**src/rtl/spq_pkg.sv**
```systemverilog
package spq_pkg;
  localparam int CLK_NS = 10;
  localparam int SLOT_US = 60;
  localparam int LOW1_US = 8;
  localparam int DSO_US = 3;
  localparam int LOW0_US = 57;
  localparam int RST_LOW_US = 512;
  localparam int RST_SMP_US = 584;
  localparam int RST_TOT_US = 1024;
  localparam int SPU_BASE_US = 512;
  localparam logic [7:0] CMD_DATA = 8'hE1;
  localparam logic [7:0] CMD_CMDM = 8'hE3;
  localparam logic [7:0] CMD_TERM = 8'hF1;
  localparam logic [7:0] CMD_RESET = 8'hC1;
  localparam logic [7:0] PULSE_MASK = 8'hED;
  localparam logic [7:0] PULSE_VAL = 8'hED;
  localparam logic [7:0] SB_MASK = 8'hED;
  localparam logic [7:0] SB_VAL = 8'h81;
  localparam logic [7:0] RESP_MASK = 8'hFC;
  localparam logic [7:0] RESP_PRES = 8'hC9;
  localparam logic [7:0] RESP_NOPRES = 8'hCD;
  localparam logic [7:0] RESP_SPU = 8'hEC;
  localparam int ARM_BIT = 1;
  localparam int SB_BIT = 4;
  localparam logic [2:0] DUR_INF = 3'h7;
  localparam logic [2:0] LAST_BIT = 3'h7;
  function automatic int us2cyc(input int us);
    return (us * 1000 + CLK_NS - 1) / CLK_NS;
  endfunction : us2cyc
  typedef enum logic [4:0] {
    ST_IDLE = 5'h01,
    ST_RST = 5'h02,
    ST_SLOT = 5'h04,
    ST_SPU = 5'h08,
    ST_FIN = 5'h10
  } spq_state_t;
endpackage : spq_pkg

```
**src/rtl/spq_sequencer.sv**
```systemverilog
// Operation
// - pulse command with bit 1 set arms the data-mode strong pull-up
// - armed in data mode: strong pull-up after every transferred byte
// - after eighth slot: pull-up on and data response sent at once
// - data-mode pull-up ends at its duration, then pulse response sent
// - F1 has no effect on a data-mode pull-up; host uses finite duration
// - infinite data-mode pull-up sticks until a reset
// - single bit command bit 1 enables pull-up after its slot, no arming
// - single bit pull-up may use any duration including infinite
// - single bit: pull-up and response together; pulse response at end
// - infinite single bit pull-up stays on until F1 arrives
// - F1 outside data mode gives no response itself; pull-up released then pulse response
// - one received host byte is held while the previous one runs
// - C1 makes bus reset and presence detect; C9 means normal presence
// - data mode byte makes eight slots and returns sampled byte
// - duration codes 0 to 6 are fixed lengths, 7 is infinite
`timescale 1ns/1ps
`default_nettype none
module spq_sequencer #(
  parameter int SLOT_CYC = spq_pkg::us2cyc(spq_pkg::SLOT_US),
  parameter int LOW0_CYC = spq_pkg::us2cyc(spq_pkg::LOW0_US),
  parameter int RST_LOW_CYC = spq_pkg::us2cyc(spq_pkg::RST_LOW_US),
  parameter int RST_SMP_CYC = spq_pkg::us2cyc(spq_pkg::RST_SMP_US),
  parameter int RST_TOT_CYC = spq_pkg::us2cyc(spq_pkg::RST_TOT_US),
  parameter int SPU_BASE_CYC = spq_pkg::us2cyc(spq_pkg::SPU_BASE_US)
) (
  input wire logic MCLK,
  input wire logic SYS_RST,
  input wire logic CMD_VALID,
  input wire logic [7:0] CMD_DATA,
  output logic CMD_READY,
  output logic RSP_VALID,
  output logic [7:0] RSP_DATA,
  input wire logic RSP_READY,
  input wire logic [2:0] SPU_DUR,
  input wire logic OW_IN,
  output logic OW_OUT,
  output logic OW_OE,
  output logic SPU_EN,
  output logic DATA_MODE,
  output logic SPU_ARMED
);
  localparam int LOW1_CYC = spq_pkg::us2cyc(spq_pkg::LOW1_US);
  localparam int SMP_CYC = LOW1_CYC + spq_pkg::us2cyc(spq_pkg::DSO_US);

  if (LOW0_CYC <= SMP_CYC || SLOT_CYC <= LOW0_CYC || RST_SMP_CYC <= RST_LOW_CYC ||
      RST_TOT_CYC <= RST_SMP_CYC || SPU_BASE_CYC < 1) begin : g_chk
    $error("spq_sequencer: inconsistent timing parameters");
  end

  logic [1:0] sync_reg;
  logic ow_s;
  logic rxf_reg, rxf_next, rdy_reg, rdy_next;
  logic [7:0] rxb_reg, rxb_next;
  spq_pkg::spq_state_t st_reg, st_next;
  logic [31:0] tmr_reg, tmr_next, dur_cyc, low_cyc;
  logic [7:0] sh_reg, sh_next, cmd_reg, cmd_next, pend_reg, pend_next, rdbyte;
  logic [2:0] bit_reg, bit_next;
  logic sb_reg, sb_next, smp_reg, smp_next, dm_reg, dm_next, arm_reg, arm_next;
  logic spu_reg, spu_next, drv_reg, drv_next, inf_reg, inf_next;
  logic pv_reg, pv_next, cons, push, pop;
  logic [7:0] hd_reg, hd_next, tl_reg, tl_next;
  logic hv_reg, hv_next, tv_reg, tv_next;

  assign ow_s = sync_reg[1];
  assign dur_cyc = 32'(SPU_BASE_CYC) << SPU_DUR;
  assign low_cyc = sh_reg[0] ? 32'(LOW1_CYC) : 32'(LOW0_CYC);
  assign rdbyte = {smp_reg, sh_reg[7:1]};
  assign push = pv_reg && !tv_reg;
  assign pop = hv_reg && RSP_READY;

  always_comb begin
    rxf_next = rxf_reg && !cons;
    rxb_next = rxb_reg;
    if (CMD_VALID && rdy_reg) begin
      rxf_next = 1'b1;
      rxb_next = CMD_DATA;
    end
    rdy_next = !rxf_next;
  end

  always_comb begin
    hd_next = hd_reg;
    hv_next = hv_reg;
    tl_next = tl_reg;
    tv_next = tv_reg;
    if (pop) begin
      hd_next = tl_reg;
      hv_next = tv_reg;
      tv_next = 1'b0;
    end
    if (push) begin
      if (!hv_next) begin
        hd_next = pend_reg;
        hv_next = 1'b1;
      end else begin
        tl_next = pend_reg;
        tv_next = 1'b1;
      end
    end
  end

  always_comb begin
    st_next = st_reg;
    tmr_next = tmr_reg + 32'h1;
    sh_next = sh_reg;
    cmd_next = cmd_reg;
    bit_next = bit_reg;
    sb_next = sb_reg;
    smp_next = smp_reg;
    dm_next = dm_reg;
    arm_next = arm_reg;
    spu_next = spu_reg;
    drv_next = drv_reg;
    inf_next = inf_reg;
    pend_next = pend_reg;
    pv_next = pv_reg && !push;
    cons = 1'b0;
    case (st_reg)
      spq_pkg::ST_IDLE: begin
        tmr_next = 32'h0;
        if (rxf_reg && !pv_reg) begin
          cons = 1'b1;
          cmd_next = rxb_reg;
          if (dm_reg) begin
            if (rxb_reg == spq_pkg::CMD_CMDM) begin
              dm_next = 1'b0;
            end else begin
              sh_next = rxb_reg;
              bit_next = 3'h0;
              sb_next = 1'b0;
              drv_next = 1'b1;
              st_next = spq_pkg::ST_SLOT;
            end
          end else if (rxb_reg == spq_pkg::CMD_DATA) begin
            dm_next = 1'b1;
          end else if (rxb_reg == spq_pkg::CMD_RESET) begin
            drv_next = 1'b1;
            st_next = spq_pkg::ST_RST;
          end else if ((rxb_reg & spq_pkg::PULSE_MASK) == spq_pkg::PULSE_VAL) begin
            arm_next = rxb_reg[spq_pkg::ARM_BIT];
            spu_next = 1'b1;
            inf_next = SPU_DUR == spq_pkg::DUR_INF;
            st_next = spq_pkg::ST_SPU;
          end else if ((rxb_reg & spq_pkg::SB_MASK) == spq_pkg::SB_VAL) begin
            sh_next = {7'h00, rxb_reg[spq_pkg::SB_BIT]};
            bit_next = 3'h0;
            sb_next = 1'b1;
            drv_next = 1'b1;
            st_next = spq_pkg::ST_SLOT;
          end
        end
      end
      spq_pkg::ST_RST: begin
        if (tmr_reg == 32'(RST_LOW_CYC - 1)) begin
          drv_next = 1'b0;
        end
        if (tmr_reg == 32'(RST_SMP_CYC - 1)) begin
          smp_next = ow_s;
        end
        if (tmr_reg == 32'(RST_TOT_CYC - 1)) begin
          pv_next = 1'b1;
          pend_next = smp_reg ? spq_pkg::RESP_NOPRES : spq_pkg::RESP_PRES;
          st_next = spq_pkg::ST_IDLE;
        end
      end
      spq_pkg::ST_SLOT: begin
        if (tmr_reg == low_cyc - 32'h1) begin
          drv_next = 1'b0;
        end
        if (tmr_reg == 32'(SMP_CYC - 1)) begin
          smp_next = ow_s;
        end
        if (tmr_reg == 32'(SLOT_CYC - 1)) begin
          tmr_next = 32'h0;
          if (sb_reg) begin
            pv_next = 1'b1;
            pend_next = (cmd_reg & spq_pkg::RESP_MASK) | {6'h00, smp_reg, smp_reg};
            if (cmd_reg[spq_pkg::ARM_BIT]) begin
              spu_next = 1'b1;
              inf_next = SPU_DUR == spq_pkg::DUR_INF;
              st_next = spq_pkg::ST_SPU;
            end else begin
              st_next = spq_pkg::ST_IDLE;
            end
          end else if (bit_reg == spq_pkg::LAST_BIT) begin
            pv_next = 1'b1;
            pend_next = rdbyte;
            if (arm_reg) begin
              spu_next = 1'b1;
              inf_next = SPU_DUR == spq_pkg::DUR_INF;
              st_next = spq_pkg::ST_SPU;
            end else begin
              st_next = spq_pkg::ST_IDLE;
            end
          end else begin
            sh_next = rdbyte;
            bit_next = bit_reg + 3'h1;
            drv_next = 1'b1;
          end
        end
      end
      spq_pkg::ST_SPU: begin
        if (!dm_reg && rxf_reg && rxb_reg == spq_pkg::CMD_TERM) begin
          cons = 1'b1;
          spu_next = 1'b0;
          st_next = spq_pkg::ST_FIN;
        end else if (!inf_reg && tmr_reg >= dur_cyc - 32'h1) begin
          spu_next = 1'b0;
          st_next = spq_pkg::ST_FIN;
        end
      end
      spq_pkg::ST_FIN: begin
        if (!pv_reg) begin
          pv_next = 1'b1;
          pend_next = dm_reg ? spq_pkg::RESP_SPU : cmd_reg & spq_pkg::RESP_MASK;
          st_next = spq_pkg::ST_IDLE;
        end
      end
      default: begin
        st_next = spq_pkg::ST_IDLE;
      end
    endcase
  end

  always_ff @(posedge MCLK or posedge SYS_RST) begin
    if (SYS_RST) begin
      sync_reg <= 2'h0;
      rxf_reg <= 1'b0;
      rdy_reg <= 1'b0;
      rxb_reg <= 8'h00;
      st_reg <= spq_pkg::ST_IDLE;
      tmr_reg <= 32'h0;
      sh_reg <= 8'h00;
      cmd_reg <= 8'h00;
      pend_reg <= 8'h00;
      bit_reg <= 3'h0;
      sb_reg <= 1'b0;
      smp_reg <= 1'b0;
      dm_reg <= 1'b0;
      arm_reg <= 1'b0;
      spu_reg <= 1'b0;
      drv_reg <= 1'b0;
      inf_reg <= 1'b0;
      pv_reg <= 1'b0;
      hd_reg <= 8'h00;
      tl_reg <= 8'h00;
      hv_reg <= 1'b0;
      tv_reg <= 1'b0;
    end else begin
      sync_reg <= {sync_reg[0], OW_IN};
      rxf_reg <= rxf_next;
      rdy_reg <= rdy_next;
      rxb_reg <= rxb_next;
      st_reg <= st_next;
      tmr_reg <= tmr_next;
      sh_reg <= sh_next;
      cmd_reg <= cmd_next;
      pend_reg <= pend_next;
      bit_reg <= bit_next;
      sb_reg <= sb_next;
      smp_reg <= smp_next;
      dm_reg <= dm_next;
      arm_reg <= arm_next;
      spu_reg <= spu_next;
      drv_reg <= drv_next;
      inf_reg <= inf_next;
      pv_reg <= pv_next;
      hd_reg <= hd_next;
      tl_reg <= tl_next;
      hv_reg <= hv_next;
      tv_reg <= tv_next;
    end
  end

  assign CMD_READY = rdy_reg;
  assign RSP_VALID = hv_reg;
  assign RSP_DATA = hd_reg;
  assign OW_OUT = 1'b0;
  assign OW_OE = drv_reg;
  assign SPU_EN = spu_reg;
  assign DATA_MODE = dm_reg;
  assign SPU_ARMED = arm_reg;

  wire idle_take = st_reg == spq_pkg::ST_IDLE && rxf_reg && !pv_reg;
  wire slot_end = st_reg == spq_pkg::ST_SLOT && tmr_reg == 32'(SLOT_CYC - 1);
endmodule : spq_sequencer
`default_nettype wire
```
**config.mk**
```make
export PLATFORM = sky130hd
export DESIGN_NAME = spq_sequencer
export DESIGN_NICKNAME = d
export VERILOG_FILES = /design/src/rtl/spq_pkg.sv /design/src/rtl/spq_sequencer.sv
export SDC_FILE = /design/constraint.sdc
export NUM_CORES = 1
export LEC_CHECK = 0
export BUFFER_PORTS_ARGS = -buffer_cell sky130_fd_sc_hd__buf_2
export CAP_MARGIN = 5
export CORE_MARGIN = 2
export CORE_UTILIZATION = 30
export CTS_CLUSTER_SIZE = 16
export DETAILED_ROUTE_END_ITERATION = 10
export PLACE_DENSITY = 0.5
export SYNTH_ARGS = -nofsm -noshare
export SYNTH_HDL_FRONTEND = slang
export SYNTH_SLANG_ARGS = --single-unit
```
**constraint.sdc**
```tcl
create_clock -name MCLK -period 4.8 [get_ports MCLK]
set_input_delay 0 -clock MCLK [delete_from_list [all_inputs] [get_ports MCLK]]
set_output_delay 0 -clock MCLK [all_outputs]
set_load 0.01 [all_outputs]
```
==> summary.txt, run 1 <==
Placed design
  – Port bufs: 29
  – Placed instance area: 6390 µm²
  – HPWL Detailed: 10.1 mm
  – Routability congestion estimate: 0.860

Setup path
  – Crit end category: flip-flop
  – Critical path arrival: 3.35 ns
  – Worst Path Required: 5.10 ns
  – Critical path class: input port to flip-flop
  – Crit-path max cell delay: 0.45 ns
  – Worst Path Buf+Inv: 3
  – Crit-path max FO: 11
  – Slowest CP cell: a2111oi_0
  – Crit-path cells: buf_2, inv_1, ha_1, nand2b_1, ha_1, inv_1, a211oi_1, xnor2_1, a21o_1, ha_1, a21o_1, a21o_1, a2111oi_0, o22ai_1, o2111ai_1, a21o_1
  – CP Launch Type: input port
  – Largest delay share family, worst path: compound AO/OA/AOI/OAI gates
  – Cell mode on critical path: a21o_1

Clock network
  – Hold-fix buffers at CTS: 11
  – CTS max path bufs: 2
  – CTS sink cnt: 101
  – Clk Latency, worst-skew pair: 0.36 ns
  – CTS Buf Count: 9
  – CTS clk-pin slew, worst paths: 0.07 ns
  – # resized after CTS: 0
  – CTS tree: built
  – Post CTS Setup Buffer Count: 0
  – Root Buffer: clkbuf_16
  – H-tree depth: 3

Synthesis
  – Cell count after synthesis: 625
  – Number of synthesized flops with an enable pin: 0
  – Ys flop type: dfrtp_1
  – Post-synth top cells: dfrtp_1, nor2_1, nand2_1, a21oi_1, ha_1
  – Post-synthesis sequential area ratio: 42.3%
  – Most common cell in the netlist: dfrtp_1
  – Synth Warn #: 0
  – Count of different cell masters after synthesis: 68
  – Synthesized flop and latch total: 101
  – Synth Cell Area: 5970 µm²
  – Leading area contributor after synthesis: dfrtp_1
  – Post-synth ARST share: 100%
  – Mapped Avg Cell Area: 9.56 µm²
  – Post-synth top area share: 41.9%
  – Synth area leaders: dfrtp_1, ha_1, nor2_1

STA
  – Slew Limit Fails: 0
  – Worst-margin pin slew: 1.13 ns
  – Unrepaired setup endpoints after global routing: false
  – Final hold vios: 0
  – Final Skew: 0.00755 ns
  – Tcrit/Tclk final: 63.7%
  – WHS: 0.132 ns
  – Setup TNS: 0 ns
  – Fmax: 0.327 GHz
  – Max_slew headroom: 24.5%
  – Final worst path period need: 3.06 ns
  – Endpoints failing setup: 0

Cells and area
  – Max FFs per register: 32
  – Area grow syn2layout: 13.6%
  – Layout Utilization: 34.8%
  – Fraction of layout cells with a size suffix above 1: 15.4%
  – Fillers: 2066
  – Design Area, Final: 6790 µm²
  – N_diodes: 0
  – Fin nets: 701

Drt
  – Vias: 4664
  – Pre-antenna DRT Iters: 5
  – DRT antenna net count: 0
  – Vias/cell: 5.03
  – WL/cell: 15.3 µm
  – # DRC: 0
  – Initial drt markers: 336
  – WL final: 14.2 mm

Outcome
  – Status: finished, final reports clean

Pwr
  – Total power: 0.00294 W
  – Leakage: 3.10 nW
  – Pwr Density: 434 nW/µm²
  – Maximum vdd drop: 191 µV

Global routing
  – Vias in the first global route: 4646
  – Largest net degree at the start of global routing: 72
  – First-pass GRT wire length: 24.1 mm
  – Initial antenna violation count: 0
  – Grt total ovfl: 0
  – Overall Global Routing Usage: 13.9%

Die
  – Starting density of the core: 30.6%
  – Die Wd: 145 µm
  – Core area: 19500 µm²
  – # IOs: 31
  – Chip height: 145 µm
  – Die area: 21100 µm²
  – Rows: 51

Min path
  – Hold Path Class: input port to flip-flop

Job
  – Max cap viols: 0
[worst reg2reg max path: stages (launching register included)]
cell and delay, ns:
dfrtp_1 0.46, ha_1 0.30, and3_1 0.28, nand4_1 0.22, nor3_1 0.29, nand2_1 0.15, nand2_1 0.85, nor2_1 0.14
[cell families (layout without fill, tap and decap cells)]
| group | count (synthesis) | count (layout) | synth area share, % |
|---|---|---|---|
| simple gates | 258 | 258 | 22.9 |
| xor+xnor | 39 | 39 | 5.72 |
| fa+ha+maj | 28 | 28 | 5.86 |
| compound gates | 106 | 106 | 11.3 |
| flops | 101 | 101 | 42.3 |
| other cells | 2 | 6 | 0.126 |
| buf+inv | 45 | 78 | 2.99 |
| mux | 46 | 46 | 8.75 |
[metal layers]
| metal | up-vias | global-route usage [%] | share of wire (%) |
|---|---|---|---|
| li1 | 2280 | - | - |
| met1 | 2267 | 18.8 | 47 |
| met2 | 105 | 23.1 | 47 |
| met3 | 12 | 3.05 | 4.7 |
| met4 | 0 | 2.70 | 1.1 |
| met5 | - | 0 | 0 |
[report_power, final]
part           leakage [nW]  switching, W  internal (W)
registers              1.30      0.000230       0.00107
logic                  1.66      0.000508      0.000406
clock network         0.143      0.000353      0.000376
[final cells by class]
type                            count  area, µm²  area share [%]
Timing Repair Buffer               44        285            4.20
Multi-Input combinational cell    483       3280            48.3
Clock buffer                       10        239            3.52
Clock inverter                      6       52.6           0.774
Inverter                           18       70.1            1.03
Sequential cell                   101       2530            37.2
Tap cell                          265        332            4.88
[layout by cell type, fill, tap and decap left out, drive strengths merged, types with 6 or more instances in the layout]
cell and count:
dlygate4sd3 11, clkbuf 10, or2 6, conb 6, and3 16, nor2 83, inv 22, nand2 59
xor2 21, mux2 32, mux2i 14, nand4 19, o21ai 27, ha 28, buf 33, a21oi 34
nor3 13, nand2b 8, dfrtp 100, nor4 10, nand3 22, o31ai 7, xnor2 18, a21o 6
[through the flow]
| step | std cells | worst slack (ns) |
|---|---|---|
| after floorplan | 629 | 1.70 |
| after detailed placement | 900 | 1.34 |
| after CTS | 927 | 1.72 |
| final | 927 | 1.74 |
| after global placement | 900 | 1.51 |
| after global routing | 927 | 1.42 |
[path summary, 6_finish.rpt]
kind                             start     endpoint  slack (ns)  cells past startpoint
hold reg to reg            sync_reg[0]  sync_reg[1]        0.36                      0
hold / removal              SPU_DUR[2]      inf_reg        0.13                      3
setup / recovery            SPU_DUR[1]       SPU_EN        1.74                     16
max in group asynchronous      SYS_RST  tmr_reg[24]        3.37                      4
setup reg to reg            tmr_reg[0]   tmr_reg[3]        1.96                      7
min in group asynchronous      SYS_RST  RSP_DATA[6]        0.18                      3
(Power assumes the default switching activity.)
==> run 2: changes to the inputs <==
--- a/config.mk
+++ b/config.mk
@@ -11,7 +11,7 @@
 export CORE_UTILIZATION = 30
 export CTS_CLUSTER_SIZE = 16
 export DETAILED_ROUTE_END_ITERATION = 10
-export PLACE_DENSITY = 0.5
+export PLACE_DENSITY = 0.51
 export SYNTH_ARGS = -nofsm -noshare
 export SYNTH_HDL_FRONTEND = slang
 export SYNTH_SLANG_ARGS = --single-unit
==> constraint.sdc (replaced) <==
create_clock -name MCLK -period 2.75 [get_ports MCLK]
set_input_delay 0 -clock MCLK [delete_from_list [all_inputs] [get_ports MCLK]]
set_output_delay 0 -clock MCLK [all_outputs]
set_load 0.01 [all_outputs]
==> run 2 against run 1 <==
  * Wire length up 1.5%
  * Highest routed layer unchanged
  * Total power up 76%
  * Critical path depth down 9
  * Clock-buffer cell count unchanged
  * Via count up 2.1%
  * Cell count up 2.0%
==> summary.txt, run 2 (synthesis gave the netlist of run 1 again) <==
Outcome
  – Status: finished, final reports clean

STA
  – Final Skew: 0.00643 ns (-0.00112 ns)
  – Max_slew headroom: 48.7% (+24 points)
  – Final hold vios: 0 (unchanged)
  – Fmax: 0.407 GHz
  – Final worst path period need: 2.46 ns
  – Unrepaired setup endpoints after global routing: false
  – Tcrit/Tclk final: 89.4%
  – Slew Limit Fails: 0 (unchanged)
  – Endpoints failing setup: 0 (unchanged)
  – WHS: 0.164 ns (+0.0315 ns)
  – Setup TNS: 0 ns (unchanged)
  – Worst-margin pin slew: 0.766 ns (-0.363 ns)

Min path
  – Hold Path Class: input port to flip-flop
  – Worst hold start: SPU_DUR[2]

Job
  – Max cap viols: 0 (unchanged)

Die
  – Chip height: 145 µm (unchanged)
  – Starting density of the core: 30.6% (unchanged)
  – Die Wd: 145 µm (unchanged)
  – Rows: 51 (unchanged)
  – Core area: 19500 µm² (unchanged)
  – # IOs: 31 (unchanged)
  – Die area: 21100 µm² (unchanged)

Pwr
  – Comb power frac: 33.1% (+2.1 points)
  – Psw: 0.00191 W (+75%)
  – Seq pwr share: 43.0% (-1.2 points)
  – Sw Share: 36.9% (-0.098 points)
  – Clock power share: 23.9% (-0.9 points)
  – Maximum vdd drop: 299 µV (+56%)
  – Leakage: 3.19 nW (+3.0%)
  – Pwr Density: 746 nW/µm² (+72%)
  – Pint: 0.00327 W (+76%)

Clock network
  – Root Buffer: clkbuf_16
  – CTS clk-pin slew, worst paths: 0.07 ns (about the same)
  – Post CTS Setup Buffer Count: 0 (unchanged)
  – CTS max path bufs: 2 (unchanged)
  – CTS Buf Count: 9 (unchanged)
  – CTS tree: built
  – CTS sink cnt: 101 (unchanged)
  – Clk Latency, worst-skew pair: 0.36 ns (about the same)
  – H-tree depth: 3 (unchanged)

Global routing
  – Overall Global Routing Usage: 14.3% (+0.38 points)
  – Vias in the first global route: 4914 (+5.8%)
  – Grt total ovfl: 0 (unchanged)
  – Largest net degree at the start of global routing: 53 (-26%)
  – Initial antenna violation count: 0 (unchanged)
  – First-pass GRT wire length: 24.8 mm (+2.9%)

Setup path
  – Slowest CP cell: or4_1
  – Worst Path Required: 3.00 ns (-2.10 ns)
  – Crit end category: flip-flop
  – Worst Path Buf+Inv: 0 (-3)
  – Crit-path max cell delay: 0.51 ns (+0.06 ns)
  – Critical path origin: tmr_reg[27]
  – Critical path class: flip-flop to flip-flop
  – Largest delay share family, worst path: simple AND/OR/NAND/NOR gates
  – Crit-path max FO: 6 (-5)
  – Crit-path cells: ha_1, nand4_1, or4_1, or2_2, o22ai_1, o2111ai_1, a21o_1
  – CP Launch Type: flip-flop
  – Critical path arrival: 2.71 ns (-0.64 ns)
  – RR Startpoint: tmr_reg[27]

Drt
  – Initial drt markers: 266 (-21%)
  – # DRC: 0 (unchanged)
  – Met1 WL: 6.52 mm (-1.8%)
  – Wire length on met2: 7.24 mm (+7.8%)
  – Highest metal layer with signal wires: met4
  – Pre-antenna DRT Iters: 5 (unchanged)
  – WL final: 14.4 mm (+1.5%)
  – Met3 wire len: 459 µm (-31%)
  – DRT antenna net count: 0 (unchanged)
  – Vias/cell: 5.03 (about the same)
  – Vias: 4762 (+2.1%)
  – WL/cell: 15.2 µm (-0.49%)

Cells and area
  – Commonest non-fill, non-tap cells in the layout: dfrtp_1, nor2_1, nand2_1
  – Max FFs per register: 32 (unchanged)
  – Design Area, Final: 6950 µm² (+2.3%)
  – N_diodes: 0 (unchanged)
  – Fraction of layout cells with a size suffix above 1: 18.1% (+2.7 points)
  – Fin nets: 720 (+2.7%)
  – Area grow syn2layout: 16.3%
  – Commonest non-fill, non-tap cell in the layout: dfrtp_1

Placed design
  – Routability congestion estimate: 0.806 (-6.2%)
  – HPWL Detailed: 10.6 mm (+4.4%)
  – Placed instance area: 6560 µm² (+2.6%)
  – Port bufs: 29 (unchanged)
[run 2: per-layer routing]
metal | global-route usage, % | up-vias
li1 | - | 2310
met1 | 18.2 | 2361
met2 | 24.6 | 79
met3 | 3.30 | 12
met4 | 3.48 | 0
met5 | 0 | -
[run 2: worst paths after layout]
check | cells after the start | slack, ns | end
max in group asynchronous | 4 | 1.76 | cmd_reg[5]
hold reg to reg | 0 | 0.36 | sync_reg[1]
min in group asynchronous | 3 | 0.29 | sync_reg[0]
setup / recovery | 7 | 0.29 | SPU_EN
setup reg to reg | 7 | 0.29 | SPU_EN
hold / removal | 4 | 0.16 | inf_reg
[run 2: power by group through the flow]
stage / registers [W] / clock network [W] / logic (W)
after floorplan: 0.00214 / 0 / 0.00127
after global placement: 0.00224 / 0 / 0.00167
after detailed placement: 0.00225 / 0 / 0.00171
after CTS: 0.00223 / 0.00128 / 0.00173
after global routing: 0.00229 / 0.00134 / 0.00191
final: 0.00222 / 0.00124 / 0.00171
[run 2: what timing repair did]
item,CTS,global route
resized for setup,0,0
hold buffers,11,0
endpoints found under the hold margin,58,0
[run 2: metrics by stage]
stage / setup slack [ns] / power [W] / cells / util (%)
CTS: 0.273 / 0.00524 / 946 / 35.6
finish: 0.291 / 0.00518 / 946 / 35.6
global route: 0.0373 / 0.00554 / 946 / 35.6
floorplan: 0.00109 / 0.00341 / 629 / -
detailed placement: -0.0625 / 0.00397 / 919 / 33.6
global placement: 0.0630 / 0.00391 / 919 / 33.6
[run 2: cell type report]
| cell class | instances | area (µm²) |
|---|---|---|
| clock buffers | 10 | 229 |
| clock inverters | 6 | 50.0 |
| fillers | 2002 | 12600 |
| inverters | 18 | 70.1 |
| multi-input cells | 483 | 3300 |
| flip-flops and latches | 101 | 2530 |
| well taps | 265 | 332 |
| repair buffers | 63 | 440 |
[run 2: tightest hold or removal path: cells and delay by family]
kind | cells | cell delay, ns
buffers and inverters | 2 | 0.29
multiplexers | 1 | 0.07
AND/OR/NAND/NOR | 1 | 0.11
